## src/rtl/ulf_defines.vh

```
/*
  Constants of the line-format and modem-control block: register
  offsets, field positions, reset values and prescaler counts.
  Assumes inclusion by bare name from the design files.
*/
`ifndef ULF_DEFINES_VH
`define ULF_DEFINES_VH

// ----------------------------------------------------------------
// Register offsets on the internal register port
// ----------------------------------------------------------------
`define ULF_ADDR_W          3
`define ULF_OFS_DATA_DLL    3'h0
`define ULF_OFS_IER_DLM     3'h1
`define ULF_OFS_LFC         3'h3
`define ULF_OFS_MLC         3'h4

// ----------------------------------------------------------------
// Line-format control fields
// ----------------------------------------------------------------
`define ULF_LFC_DLAB        7
`define ULF_LFC_BREAK       6
`define ULF_LFC_FORCE       5
`define ULF_LFC_PTYPE       4
`define ULF_LFC_PEN         3
`define ULF_LFC_STOP        2
`define ULF_LFC_WLEN_HI     1
`define ULF_LFC_WLEN_LO     0
`define ULF_LFC_RST         8'h00

// ----------------------------------------------------------------
// Modem-control fields
// ----------------------------------------------------------------
`define ULF_MLC_PRESC       7
`define ULF_MLC_IRDA        6
`define ULF_MLC_XANY        5
`define ULF_MLC_TCR_EN      2
`define ULF_MLC_RST         8'h00
`define ULF_DIV_RST         8'h00

// ----------------------------------------------------------------
// Character format values
// ----------------------------------------------------------------
`define ULF_WLEN_5          2'h0
`define ULF_BITS_BASE       4'h5
`define ULF_STOP_HALF_1     3'h2
`define ULF_STOP_HALF_15    3'h3
`define ULF_STOP_HALF_2     3'h4

// ----------------------------------------------------------------
// Prescaler
// ----------------------------------------------------------------
`define ULF_PRESC_LAST      2'h3

`endif

```

## src/rtl/ulf_prescaler.v

```verilog
/*
  Reference clock prescaler: emits a baud-generator enable tick on
  every clock, or on every fourth clock when divide-by-four is set.
  Assumes the select comes from a register on the same clock.
*/
`timescale 1ns/10ps
`include "ulf_defines.vh"

module ulf_prescaler (
  // Clock and reset
  input  wire       core_clk,
  input  wire       rst,
  // Control
  input  wire       div4,
  // Output tick
  output reg        tick_reg
);

  reg  [1:0] cnt_reg;
  wire [1:0] cnt_next;

  // ----------------------------------------------------------------
  // Divide by one or four
  // ----------------------------------------------------------------
  assign cnt_next = div4 ? (cnt_reg + 2'h1) : 2'h0;

  always @(posedge core_clk or posedge rst) begin
    if (rst) begin
      cnt_reg  <= 2'h0;
      tick_reg <= 1'b0;
    end else begin
      cnt_reg  <= cnt_next;
      tick_reg <= div4 ? (cnt_reg == `ULF_PRESC_LAST) : 1'b1;
    end
  end

endmodule // ulf_prescaler

```

## src/rtl/ulf_line_format_control.v

```verilog
/*
  Line-format control and upper modem-control bits of one UART
  channel, with the divisor latches they steer, parity generation
  and checking, break forcing and prescaler.
  Assumes a same-clock register port from the host interface and a
  transmitter, receiver and data/IER registers outside this block.
*/
`timescale 1ns/10ps
`include "ulf_defines.vh"

// Operation
// - Reset clears divisor access, break, parity enable and forced parity.
// - Line-format bit 7 enables divisor latch access when set.
// - Break bit 6 holds transmit output low until software clears it.
// - Parity enable bit 3 adds and checks parity; clear ignores bits 5, 4.
// - Unforced parity: bit 4 zero is odd, one is even.
// - Forced parity: bit 4 zero gives constant one, one gives zero.
// - Stop bit 2 clear gives one; set gives 1.5 (5-bit) or two.
// - Word length bits 1:0 select 5, 6, 7 or 8 data bits.
// - Modem bit 7 selects reference clock divide by one or four.
// - Modem bit 5 clear disables resume on any received character.
// - Modem bit 5 set resumes transmission on any received character.
// - Modem bits 7:5 change only while enhanced write enable is set.
module ulf_line_format_control (
  // Clock and reset
  input  wire                   core_clk,
  input  wire                   rst,
  // Register port
  input  wire [`ULF_ADDR_W-1:0] reg_addr,
  input  wire                   reg_wr,
  input  wire                   reg_rd,
  input  wire [7:0]             reg_wdata,
  output reg  [7:0]             reg_rdata_reg,
  // Enhanced write enable from enhanced_feature_control bit 4
  input  wire                   enh_write_en,
  // Shared low addresses toward data and interrupt-enable registers
  output wire                   ext_wr,
  output wire                   ext_rd,
  input  wire [7:0]             ext_rdata,
  // Baud divisor and prescaler
  output wire [15:0]            baud_divisor,
  output wire                   baud_tick,
  // Character format
  output reg  [3:0]             data_bits_reg,
  output reg  [2:0]             stop_half_bits_reg,
  output reg                    parity_en_reg,
  // Transmit side
  input  wire [7:0]             tx_char,
  output reg                    tx_parity_bit_reg,
  input  wire                   tx_serial,
  output reg                    tx_line_reg,
  // Receive side
  input  wire                   rx_char_valid,
  input  wire [7:0]             rx_char,
  input  wire                   rx_parity_bit,
  output reg                    rx_parity_err_reg,
  // Modes
  output wire                   irda_mode,
  input  wire                   tx_halted,
  output reg                    tx_resume_reg
);

  reg  [7:0] lfc_reg;
  reg  [7:0] mlc_reg;
  reg  [7:0] dll_reg;
  reg  [7:0] dlm_reg;
  reg  [7:0] lfc_next;
  reg  [7:0] mlc_next;
  reg  [7:0] rdata_next;
  reg  [7:0] wmask;
  reg  [3:0] bits_next;
  reg  [2:0] stop_next;
  wire       dlab;
  wire       low_addr;
  wire       hit_lfc;
  wire       hit_mlc;
  wire       hit_dll;
  wire       hit_dlm;
  wire       pen;
  wire [7:0] tx_masked;
  wire [7:0] rx_masked;
  wire       tx_par;
  wire       rx_par;

  // ----------------------------------------------------------------
  // Address decode
  // ----------------------------------------------------------------
  assign dlab     = lfc_reg[`ULF_LFC_DLAB];
  assign low_addr = (reg_addr == `ULF_OFS_DATA_DLL) || (reg_addr == `ULF_OFS_IER_DLM);
  assign hit_lfc  = (reg_addr == `ULF_OFS_LFC);
  assign hit_mlc  = (reg_addr == `ULF_OFS_MLC);
  assign hit_dll  = dlab && (reg_addr == `ULF_OFS_DATA_DLL);
  assign hit_dlm  = dlab && (reg_addr == `ULF_OFS_IER_DLM);
  assign ext_wr   = reg_wr && low_addr && !dlab;
  assign ext_rd   = reg_rd && low_addr && !dlab;

  // ----------------------------------------------------------------
  // Register writes
  // ----------------------------------------------------------------
  always @* begin
    lfc_next = lfc_reg;
    if (reg_wr && hit_lfc) begin
      lfc_next = reg_wdata;
    end
    wmask = enh_write_en ? 8'hFF : 8'h1B;
    mlc_next = mlc_reg;
    if (reg_wr && hit_mlc) begin
      mlc_next = (reg_wdata & wmask) | (mlc_reg & ~wmask);
    end
  end

  always @(posedge core_clk or posedge rst) begin
    if (rst) begin
      lfc_reg <= `ULF_LFC_RST;
      mlc_reg <= `ULF_MLC_RST;
      dll_reg <= `ULF_DIV_RST;
      dlm_reg <= `ULF_DIV_RST;
    end else begin
      lfc_reg <= lfc_next;
      mlc_reg <= mlc_next;
      if (reg_wr && hit_dll) begin
        dll_reg <= reg_wdata;
      end
      if (reg_wr && hit_dlm) begin
        dlm_reg <= reg_wdata;
      end
    end
  end

  assign baud_divisor = {dlm_reg, dll_reg};

  // ----------------------------------------------------------------
  // Register reads
  // ----------------------------------------------------------------
  always @* begin
    rdata_next = 8'h00;
    if (hit_lfc) begin
      rdata_next = lfc_reg;
    end else if (hit_mlc) begin
      rdata_next = mlc_reg;
    end else if (hit_dll) begin
      rdata_next = dll_reg;
    end else if (hit_dlm) begin
      rdata_next = dlm_reg;
    end else if (low_addr) begin
      rdata_next = ext_rdata;
    end
  end

  always @(posedge core_clk or posedge rst) begin
    if (rst) begin
      reg_rdata_reg <= 8'h00;
    end else if (reg_rd) begin
      reg_rdata_reg <= rdata_next;
    end
  end

  // ----------------------------------------------------------------
  // Character format
  // ----------------------------------------------------------------
  always @* begin
    bits_next = `ULF_BITS_BASE + {2'h0, lfc_reg[`ULF_LFC_WLEN_HI:`ULF_LFC_WLEN_LO]};
    if (!lfc_reg[`ULF_LFC_STOP]) begin
      stop_next = `ULF_STOP_HALF_1;
    end else if (lfc_reg[`ULF_LFC_WLEN_HI:`ULF_LFC_WLEN_LO] == `ULF_WLEN_5) begin
      stop_next = `ULF_STOP_HALF_15;
    end else begin
      stop_next = `ULF_STOP_HALF_2;
    end
  end

  // ----------------------------------------------------------------
  // Parity generation and checking
  // ----------------------------------------------------------------
  function [7:0] ulf_mask;
    input [7:0] data;
    input [1:0] wlen;
    begin
      case (wlen)
        2'h0:    ulf_mask = data & 8'h1F;
        2'h1:    ulf_mask = data & 8'h3F;
        2'h2:    ulf_mask = data & 8'h7F;
        default: ulf_mask = data;
      endcase
    end
  endfunction

  function ulf_parity;
    input [7:0] data;
    input       ptype;
    input       force_par;
    begin
      if (force_par) begin
        ulf_parity = !ptype;
      end else begin
        ulf_parity = ptype ? (^data) : !(^data);
      end
    end
  endfunction

  assign pen       = lfc_reg[`ULF_LFC_PEN];
  assign tx_masked = ulf_mask(tx_char, lfc_reg[`ULF_LFC_WLEN_HI:`ULF_LFC_WLEN_LO]);
  assign rx_masked = ulf_mask(rx_char, lfc_reg[`ULF_LFC_WLEN_HI:`ULF_LFC_WLEN_LO]);
  assign tx_par    = ulf_parity(tx_masked, lfc_reg[`ULF_LFC_PTYPE], lfc_reg[`ULF_LFC_FORCE]);
  assign rx_par    = ulf_parity(rx_masked, lfc_reg[`ULF_LFC_PTYPE], lfc_reg[`ULF_LFC_FORCE]);

  // ----------------------------------------------------------------
  // Format, line and mode outputs
  // ----------------------------------------------------------------
  always @(posedge core_clk or posedge rst) begin
    if (rst) begin
      data_bits_reg      <= `ULF_BITS_BASE;
      stop_half_bits_reg <= `ULF_STOP_HALF_1;
      parity_en_reg      <= 1'b0;
      tx_parity_bit_reg  <= 1'b0;
      rx_parity_err_reg  <= 1'b0;
      tx_line_reg        <= 1'b1;
      tx_resume_reg      <= 1'b0;
    end else begin
      data_bits_reg      <= bits_next;
      stop_half_bits_reg <= stop_next;
      parity_en_reg      <= pen;
      tx_parity_bit_reg  <= pen && tx_par;
      if (rx_char_valid) begin
        rx_parity_err_reg <= pen && (rx_parity_bit != rx_par);
      end
      tx_line_reg        <= lfc_reg[`ULF_LFC_BREAK] ? 1'b0 : tx_serial;
      tx_resume_reg      <= mlc_reg[`ULF_MLC_XANY] &&
                            rx_char_valid && tx_halted;
    end
  end

  assign irda_mode = mlc_reg[`ULF_MLC_IRDA];

  // ----------------------------------------------------------------
  // Prescaler
  // ----------------------------------------------------------------
  ulf_prescaler u_presc (
    .core_clk (core_clk),
    .rst      (rst),
    .div4     (mlc_reg[`ULF_MLC_PRESC]),
    .tick_reg (baud_tick)
  );

endmodule // ulf_line_format_control

```

## config.mk

```make
export PLATFORM = sky130hd
export DESIGN_NAME = ulf_line_format_control
export DESIGN_NICKNAME = d
export VERILOG_FILES = /design/src/rtl/ulf_prescaler.v /design/src/rtl/ulf_line_format_control.v
export VERILOG_INCLUDE_DIRS = /design/src /design/src/rtl
export SDC_FILE = /design/constraint.sdc
export NUM_CORES = 1
export LEC_CHECK = 0
export BUFFER_PORTS_ARGS = -buffer_cell sky130_fd_sc_hd__buf_4
export CORE_MARGIN = 2
export CORE_UTILIZATION = 35
export DETAILED_ROUTE_END_ITERATION = 7
export HOLD_SLACK_MARGIN = 0.02
export PLACE_DENSITY_LB_ADDON = 0.1
export SLEW_MARGIN = 40
export SYNTH_ARGS = -nofsm -noshare
export SYNTH_HDL_FRONTEND = slang
export SYNTH_HIERARCHICAL = 1
export SYNTH_SLANG_ARGS = --single-unit
```

## constraint.sdc

```tcl
create_clock -name core_clk -period 6.32 [get_ports core_clk]
set_clock_uncertainty 0.1 [all_clocks]
set_input_delay 1.264 -clock core_clk [delete_from_list [all_inputs] [get_ports core_clk]]
set_output_delay 1.264 -clock core_clk [all_outputs]
set_load 0.02 [all_outputs]
```

==> impl_metrics.env, run 1 <==
export IMPL_critPathTopFamily="simple AND/OR/NAND/NOR gates"
export IMPL_ctsLongestPathBuffers=2
export IMPL_worstPathCellList="buf_4 -> or2_2 -> nor3b_1 -> buf_4"
export IMPL_cp_max_fo=18
export IMPL_leakagePower_nw=1.58
export IMPL_cp_slowest_cell="or2_2"
export IMPL_max_cap_violations=0
export IMPL_drt_iter0_markers=85
export IMPL_n_antenna_cell=0
export IMPL_antenna_found_initial=0
export IMPL_drive_gt1_frac=0.405
export IMPL_vias=1935
export IMPL_grt_usage=0.155
export IMPL_period_needed_ps=3620
export IMPL_min_delay_path_class="flop to flop"
export IMPL_rsz0062_at_grt="false"
export IMPL_avgRoutedWirePerCell_um=15.4
export IMPL_powerDensity_nw_per_um2=318
export IMPL_ir_worst_vdd_v=0.000128
export IMPL_port_buffers=83
export IMPL_synth_avg_cell_area_um2=11.7
export IMPL_placed_cells=395
export IMPL_synthTopCellsByArea="dfrtp_1 (49%), mux2_2 (9.1%), mux2_1 (4.8%)"
export IMPL_max_slew_worst_pin_slew_ps=653
export IMPL_timing_setup_tns_ps=0
export IMPL_ys_ff_latch=55
export IMPL_dp_hpwl_um=4560
export IMPL_endpoint_kind="output pin"
export IMPL_die_y_um=90
export IMPL_layout_cells_non_filler=403
export IMPL_die_w_um=90
export IMPL_rows=31
export IMPL_syn_area_um2=2590
export IMPL_gr_total_overflow=0
export IMPL_syn_instance_count=222
export IMPL_critPathLaunchType="input port"
export IMPL_htreeDepth=2
export IMPL_core_um2=7210
export IMPL_worstSetupPathType="input port to output pin"
export IMPL_area_growth_syn_to_layout_pct=30.7
export IMPL_postCtsHoldBufs=0
export IMPL_clk_pin_slew_ps=90
export IMPL_cts_tree="yes"
export IMPL_yosys_cell_types_count=39
export IMPL_cts_resized=0
export IMPL_worstPathRequired_ps=4960
export IMPL_drt_total_wl_um=6210
export IMPL_final_nets=352
export IMPL_setup_viol=0
export IMPL_fmax_mhz=276
export IMPL_synth_fp_nets=271
export IMPL_drc_errors=0
export IMPL_ys_async_sr_fraction=1.00
export IMPL_die_area_um2=8100
export IMPL_slew_headroom=0.565
export IMPL_start_util=0.359
export IMPL_cts_root_buf="clkbuf_8"
export IMPL_drv_slew=0
export IMPL_synth_seq_area_share=0.534
export IMPL_status="complete, no violations"
export IMPL_yosysTopAreaCell="dfrtp_1"
export IMPL_synth_edf_count=0
export IMPL_fin_crit_sh=0.572
export IMPL_arrival_ps=2250
export IMPL_vias_per_cell=4.80
export IMPL_drtAntennaViolNets=0
export IMPL_mostFrequentLayoutCell="buf_4"
export IMPL_path_buf_inv=2
export IMPL_cts_made_buffers=5
export IMPL_grt_max_degree=53
export IMPL_synth_top_area_frac=0.493
export IMPL_grt_pass1_vias=1887
export IMPL_routabilityCongestion=0.752
export IMPL_placed_area_um2=3300
export IMPL_dr_pass1_iters=4
export IMPL_clk_latency_ps=300
export IMPL_post_cts_setup_buffers=0
export IMPL_cp_slowest_stage_delay_ps=370
export IMPL_clock_sinks=55
export IMPL_synthFlopType="dfrtp_1"
export IMPL_fillCellCount=707
export IMPL_finalHoldViolCount=0
export IMPL_ys_warn_count=6
export IMPL_grt_pass1_wl_um=9980
export IMPL_fin_util=0.469
export IMPL_design_area_um2=3380
export IMPL_layout_cells_most_common_list="buf_4 (84), dfrtp_1 (51), mux2_2 (21), a21oi_1 (18), nor2_1 (13)"
export IMPL_path_common_cell="buf_4"
export IMPL_pin_count=84
-- metal layers --
layer | vias up | GRT usage | part of all wire
met3 | 8 | 0.0344 | 0.056
met1 | 918 | 0.220 | 0.47
met5 | - | 0 | 0
met2 | 66 | 0.238 | 0.46
li1 | 943 | - | -
met4 | 0 | 0.0462 | 0.013
-- power by group --
group | switching (mW) | total [mW] | internal [mW]
clock network | 0.109 | 0.187 | 0.0781
logic | 0.185 | 0.377 | 0.192
registers | 0.0713 | 0.513 | 0.442
-- per-stage QoR --
stage | total power, mW | hold WS (ps) | setup slack, ps
global route | 1.14 | 378 | 2680
global placement | 0.897 | 330 | 2710
finish | 1.08 | 358 | 2700
floorplan | 0.733 | 287 | 2540
CTS | 1.09 | 360 | 2710
detailed placement | 0.902 | 345 | 2710
-- cells in the mapped netlist (all sizes together) (4+ instances only) --
library cell  instances
dfrtp                51
mux2                 32
a21oi                18
nor2                 16
nand2                12
nor2b                 8
xnor2                 8
clkbuf                7
inv                   6
nand2b                6
ha                    5
o21ai                 5
a22oi                 4
dfstp                 4
nand3                 4
-- worst paths after layout --
kind | start | endpoint | slack, ps | cells past startpoint
hold reg to reg | u_presc/cnt_reg[0] | u_presc/cnt_reg[0] | 360 | 1
max in group asynchronous | rst | reg_rdata_reg[7] | 4650 | 3
setup / recovery | reg_addr[2] | ext_rd | 2700 | 4
setup reg to reg | lfc_reg[7] | dlm_reg[3] | 4040 | 4
hold / removal | u_presc/cnt_reg[0] | u_presc/cnt_reg[0] | 360 | 1
min in group asynchronous | rst | u_presc/tick_reg | 720 | 2
-- layout make-up --
class	count	area, um^2	area share
Clock buffer	7	76.3	0.0226
Clock inverter	1	5.00	0.00148
Sequential cell	55	1380	0.408
Timing Repair Buffer	84	631	0.186
Multi-Input combinational cell	151	1140	0.338
Inverter	6	22.5	0.00665
Tap cell	99	124	0.0366
-- cell families (layout without fill, tap and decap cells) --
group | after synthesis | in the layout | synth area share
compound gates | 41 | 41 | 0.0976
xor+xnor | 13 | 13 | 0.0546
fa+ha+maj | 5 | 5 | 0.0242
buf+inv | 16 | 98 | 0.0242
flops | 55 | 55 | 0.534
mux | 34 | 34 | 0.147
simple gates | 58 | 58 | 0.119
Power figures use the tool's default switching activity.
==> inputs of run 2 (changes only) <==
--- a/config.mk
+++ b/config.mk
@@ -6,6 +6,7 @@
 export SDC_FILE = /design/constraint.sdc
 export NUM_CORES = 1
 export LEC_CHECK = 0
+export ABC_AREA = 1
 export BUFFER_PORTS_ARGS = -buffer_cell sky130_fd_sc_hd__buf_4
 export CORE_MARGIN = 2
 export CORE_UTILIZATION = 35
==> constraint.sdc (replaced) <==
create_clock -name core_clk -period 3.6 [get_ports core_clk]
set_clock_uncertainty 0.1 [all_clocks]
set_input_delay 0.72 -clock core_clk [delete_from_list [all_inputs] [get_ports core_clk]]
set_output_delay 0.72 -clock core_clk [all_outputs]
set_load 0.02 [all_outputs]
==> run 2 against run 1 <==
Non-clock buffer count is 1 higher. Global-route usage rose by 1.5 points. Final cell count rose by 32%. Highest routed layer unchanged. Clock power grew to 2.5 times the previous value. Sequential power rose by 67%. Die area is 5.7% higher. Area after synthesis up 6.0%. Via count is 23% higher. Clock-buffer cell count decreased by 1.
==> impl_metrics.env, run 2 <==
export IMPL_pwr_share_clk=0.246
export IMPL_cts_tree="yes"
export IMPL_worstSetupPathType="input port to output pin"
export IMPL_ys_warn_count=6
export IMPL_fin_crit_sh=0.708
export IMPL_vias_per_cell=4.51
export IMPL_setup_viol=0
export IMPL_vias=2389
export IMPL_dr_pass1_iters=4
export IMPL_fin_util=0.470
export IMPL_leakagePower_nw=1.93
export IMPL_ys_async_sr_fraction=1.00
export IMPL_rows=32
export IMPL_mostFrequentLayoutCell="nand2_1"
export IMPL_yosys_cell_types_count=25
export IMPL_powerDensity_nw_per_um2=537
export IMPL_critPathLaunchType="input port"
export IMPL_ctsLongestPathBuffers=2
export IMPL_clk_pin_slew_ps=100
export IMPL_synth_avg_cell_area_um2=8.05
export IMPL_port_buffers=83
export IMPL_yosysMostFrequentCell="nand2_1"
export IMPL_regArea_um2=1380
export IMPL_final_nets=476
export IMPL_yosysTopAreaCell="dfrtp_1"
export IMPL_p_int_mw=1.29
export IMPL_max_slew_worst_pin_slew_ps=656
export IMPL_grt_usage=0.169
export IMPL_total_power_mw=1.93
export IMPL_endpoint_kind="output pin"
export IMPL_worstPathRequired_ps=2780
export IMPL_min_delay_path_class="input port to asynchronous set/reset pin"
export IMPL_postCtsHoldBufs=0
export IMPL_grt_pass1_vias=2374
export IMPL_drt_iter0_markers=85
export IMPL_synthFlopType="dfrtp_1"
export IMPL_synth_fp_nets=390
export IMPL_pin_count=84
export IMPL_timing_setup_tns_ps=0
export IMPL_drv_slew=0
export IMPL_antenna_found_initial=0
export IMPL_status="complete, no violations"
export IMPL_gr_total_overflow=0
export IMPL_syn_area_um2=2740
export IMPL_grt_pass1_wl_um=11500
export IMPL_multi_input_area_um2=1160
export IMPL_post_cts_setup_buffers=0
export IMPL_cts_made_buffers=5
export IMPL_layout_cells_non_filler=530
export IMPL_period_needed_ps=2550
export IMPL_seq_power_share=0.444
export IMPL_core_um2=7650
export IMPL_p_switching_mw=0.644
export IMPL_syn_instance_count=341
export IMPL_design_area_um2=3590
export IMPL_drc_errors=0
export IMPL_die_area_um2=8560
export IMPL_n_antenna_cell=0
export IMPL_synth_top_cells_by_count="nand2_1 (115), dfrtp_1 (51), inv_1 (38), nand3_1 (34), o21ai_0 (27)"
export IMPL_die_y_um=92.5
export IMPL_drt_total_wl_um=6810
export IMPL_dp_hpwl_um=5230
export IMPL_fillCellCount=796
export IMPL_start_util=0.359
export IMPL_routabilityCongestion=0.810
export IMPL_area_growth_syn_to_layout_pct=31.0
export IMPL_setup_slack_ps=1050
export IMPL_clock_sinks=55
export IMPL_ys_ff_latch=55
export IMPL_arrival_ps=1730
export IMPL_synth_seq_area_share=0.503
export IMPL_finalHoldViolCount=0
export IMPL_clk_latency_ps=300
export IMPL_cp_max_fo=12
export IMPL_grt_max_degree=32
export IMPL_placed_cells=522
export IMPL_cts_root_buf="clkbuf_8"
export IMPL_holdWs_ps=187
export IMPL_ir_worst_vdd_v=0.000294
export IMPL_slew_headroom=0.562
export IMPL_comb_power_share=0.310
export IMPL_htreeDepth=2
export IMPL_drive_gt1_frac=0.273
export IMPL_pre_cts_ws_ps=1030
export IMPL_max_cap_violations=0
export IMPL_fmax_mhz=392
export IMPL_avgRoutedWirePerCell_um=12.8
export IMPL_switching_share=0.333
export IMPL_drtAntennaViolNets=0
export IMPL_cts_resized=0
export IMPL_die_w_um=92.5
export IMPL_synthTopCellsByArea="dfrtp_1 (47%), nand2_1 (16%), nand3_1 (6.2%)"
export IMPL_layout_cells_most_common_list="nand2_1 (115), buf_4 (85), dfrtp_1 (51), inv_1 (37), nand3_1 (34)"
export IMPL_synth_edf_count=0
export IMPL_placed_area_um2=3460
export IMPL_synth_top_area_frac=0.465
export IMPL_rsz0062_at_grt="false"
## run 2: cell count changes after synthesis, sizes merged, moves of 12 or more
cell	delta
nand2	+109
o21ai	+43
inv	+34
mux2	-32
nand3	+30
a21oi	-12
## run 2: cell type report
cell class / instances / area share
flip-flops and latches: 55 / 0.384
multi-input cells: 238 / 0.322
repair buffers: 85 / 0.178
inverters: 42 / 0.0442
well taps: 102 / 0.0355
clock buffers: 6 / 0.0202
clock inverters: 2 / 0.0167
## run 2: critical path, cell delays in order
cell and delay, ps:
buf_4 130, nor2_2 400, inv_1 90, nor3_1 200, buf_4 180
## run 2: worst paths after layout
path	startpoint	to	slack [ps]	cells past startpoint
max	reg_addr[1]	ext_rd	1050	5
min	rst	u_presc/tick_reg	190	2
max reg2reg	lfc_reg[0]	tx_parity_bit_reg	1700	10
min reg2reg	lfc_reg[6]	tx_line_reg	330	1
max in group asynchronous	rst	mlc_reg[4]	2230	3
min in group core_clk	lfc_reg[6]	tx_line_reg	330	1
## run 2: cells by family (layout without fill, tap and decap cells)
kind of cell,Yosys count,after routing,synth area share
compound gates,56,56,0.115
xor+xnor,7,7,0.0223
fa+ha+maj,5,5,0.0228
buf+inv,48,135,0.0752
flops,55,55,0.503
simple gates,170,170,0.261
## run 2: power groups by stage
| stage | clock, mW | sequential (mW) | combinational [mW] |
|---|---|---|---|
| after floorplan | 0 | 0.963 | 0.237 |
| after global placement | 0 | 0.869 | 0.595 |
| after detailed placement | 0 | 0.871 | 0.606 |
| after CTS | 0.490 | 0.860 | 0.607 |
| after global routing | 0.509 | 0.877 | 0.668 |
| final | 0.475 | 0.858 | 0.598 |
## run 2: routing by layer
metal	wire length, um	part of all wire	track usage	vias to the layer above
li1	-	-	-	1250
met2	2950	0.43	0.268	79
met5	0	0	0	-
met4	59	0.0087	0.0373	0
met1	3390	0.50	0.243	1054
met3	401	0.059	0.0309	6
==> inputs of run 3 (changes only) <==
==> constraint.sdc (replaced) <==
create_clock -name core_clk -period 2.16 [get_ports core_clk]
set_clock_uncertainty 0.1 [all_clocks]
set_input_delay 0.432 -clock core_clk [delete_from_list [all_inputs] [get_ports core_clk]]
set_output_delay 0.432 -clock core_clk [all_outputs]
set_load 0.02 [all_outputs]
==> run 3 against run 2 <==
Clock-buffer cell count grew 1. Global-route usage fell by 0.090 points. Via count is 1.7% higher. Total power rose by 57%. Critical endpoint is now tx_parity_bit_reg. Combinational power rose by 67%. Critical path type is now flop to flop. Final cell count grew 0.75%. Largest cell class unchanged. Hold slack better by 1.7 ps. Worst setup slack lost 820 ps.
==> impl_metrics.env, run 3 (synthesis gave the netlist of run 2 again) <==
export IMPL_area_growth_syn_to_layout_pct=31.1
export IMPL_pre_cts_ws_ps=247
export IMPL_min_delay_path_class="input port to flop"
export IMPL_worstSetupPathType="flop to flop"
export IMPL_grt_max_degree=44
export IMPL_clock_sinks=55
export IMPL_period_needed_ps=1920
export IMPL_rsz0062_at_grt="false"
export IMPL_status="complete, no violations"
export IMPL_setup_slack_ps=235
export IMPL_max_cap_violations=0
export IMPL_drive_gt1_frac=0.278
export IMPL_dp_hpwl_um=5370
export IMPL_drtAntennaViolNets=0
export IMPL_routabilityCongestion=0.817
export IMPL_fin_util=0.471
export IMPL_start_util=0.359
export IMPL_final_nets=480
export IMPL_rows=32
export IMPL_grt_pass1_wl_um=11500
export IMPL_avgRoutedWirePerCell_um=12.9
export IMPL_die_y_um=92.5
export IMPL_die_w_um=92.5
export IMPL_ctsLongestPathBuffers=2
export IMPL_slew_headroom=0.745
export IMPL_dr_pass1_iters=4
export IMPL_antenna_found_initial=0
export IMPL_cts_root_buf="clkbuf_8"
export IMPL_switching_share=0.357
export IMPL_critPathLaunchType="flop"
export IMPL_arrival_ps=2030
export IMPL_seq_power_share=0.476
export IMPL_placed_cells=525
export IMPL_timing_setup_tns_ps=0
export IMPL_layout_cells_most_common_list="nand2_1 (115), buf_4 (87), dfrtp_1 (51), inv_1 (37), nand3_1 (34)"
export IMPL_fin_crit_sh=0.891
export IMPL_core_um2=7650
export IMPL_total_power_mw=3.03
export IMPL_pwr_share_clk=0.193
export IMPL_p_switching_mw=1.08
export IMPL_cp_max_fo=8
export IMPL_post_cts_setup_buffers=0
export IMPL_clk_latency_ps=310
export IMPL_layout_cells_non_filler=534
export IMPL_cts_made_buffers=5
export IMPL_grt_pass1_vias=2349
export IMPL_p_int_mw=1.95
export IMPL_port_buffers=83
export IMPL_gr_total_overflow=0
export IMPL_finalHoldViolCount=0
export IMPL_drv_slew=0
export IMPL_worstPathRequired_ps=2260
export IMPL_drt_iter0_markers=80
export IMPL_drc_errors=0
export IMPL_setup_viol=0
export IMPL_max_slew_worst_pin_slew_ps=382
export IMPL_vias_per_cell=4.55
export IMPL_powerDensity_nw_per_um2=842
export IMPL_clk_pin_slew_ps=100
export IMPL_fmax_mhz=520
export IMPL_vias=2430
export IMPL_drt_total_wl_um=6900
export IMPL_cts_tree="yes"
export IMPL_die_area_um2=8560
export IMPL_mostFrequentLayoutCell="nand2_1"
export IMPL_comb_power_share=0.331
export IMPL_pin_count=84
export IMPL_n_antenna_cell=0
export IMPL_endpoint_kind="flop"
export IMPL_ir_worst_vdd_v=0.000370
export IMPL_leakagePower_nw=1.94
export IMPL_grt_usage=0.168
export IMPL_htreeDepth=2
## run 3: changes by cell type in the layout (fill, tap and decap cells not counted), sizes merged
cell,delta
clkinv,+1
clkbuf,+1
bufinv,-2
dlygate4sd3,+1
buf,+3
## run 3: power groups by stage
stage / clock (mW) / sequential [mW] / combinational, mW
3_5_place_dp: 0 / 1.47 / 1.01
2_1_floorplan: 0 / 1.60 / 0.395
3_3_place_gp: 0 / 1.47 / 0.994
5_1_grt: 0.648 / 1.48 / 1.11
4_1_cts: 0.611 / 1.45 / 1.01
6_report: 0.585 / 1.44 / 1.00
## run 3: what timing repair did
| item | CTS | global route |
|---|---|---|
| resized for setup | 0 | 0 |
| hold endpoints to repair | 10 | 0 |
| hold buffers | 1 | 0 |
## run 3: worst paths after layout
check                      slack, ps  depth (start not counted)        from                     to
setup / recovery                 240                         10  lfc_reg[0]      tx_parity_bit_reg
max in group asynchronous        880                          4         rst  stop_half_bits_reg[1]
min in group asynchronous        450                          3         rst       u_presc/tick_reg
setup reg to reg                 240                         10  lfc_reg[0]      tx_parity_bit_reg
hold / removal                   190                          3   tx_serial            tx_line_reg
hold reg to reg                  330                          1  lfc_reg[6]            tx_line_reg
## run 3: area by class of cell
type,count,area (um^2)
Inverter,42,159
Timing Repair Buffer,89,683
Tap cell,102,128
Clock inverter,1,5.00
Clock buffer,7,86.3
Sequential cell,55,1380
Multi-Input combinational cell,238,1160
Fill cell,790,4050
## run 3: worst max-delay path, stage by stage, from the launching register on
cell,delay (ps)
dfrtp_1,450
ha_1,320
nor2_1,180
nand2_1,150
nand2_2,110
xor2_1,150
nand3_1,90
nand3_1,120
nand2_1,60
nand2_1,50
nor2_1,40
## run 3: metal layers
| metal | share of wire | GRT usage | vias to the layer above | wire length [um] |
|---|---|---|---|---|
| met5 | 0 | 0 | - | 0 |
| met4 | 0.0099 | 0.0410 | 0 | 68 |
| met3 | 0.063 | 0.0325 | 7 | 438 |
| met2 | 0.44 | 0.262 | 74 | 3070 |
| met1 | 0.48 | 0.242 | 1091 | 3330 |
| li1 | - | - | 1258 | - |
## run 3: metrics by stage
| stage | hold WS, ps | area, um^2 |
|---|---|---|
| 6_report | 189 | 3600 |
| 3_3_place_gp | 228 | 3500 |
| 5_1_grt | 173 | 3600 |
| 4_1_cts | 184 | 3600 |
| 3_5_place_dp | 233 | 3500 |
| 2_1_floorplan | 85.6 | 2740 |
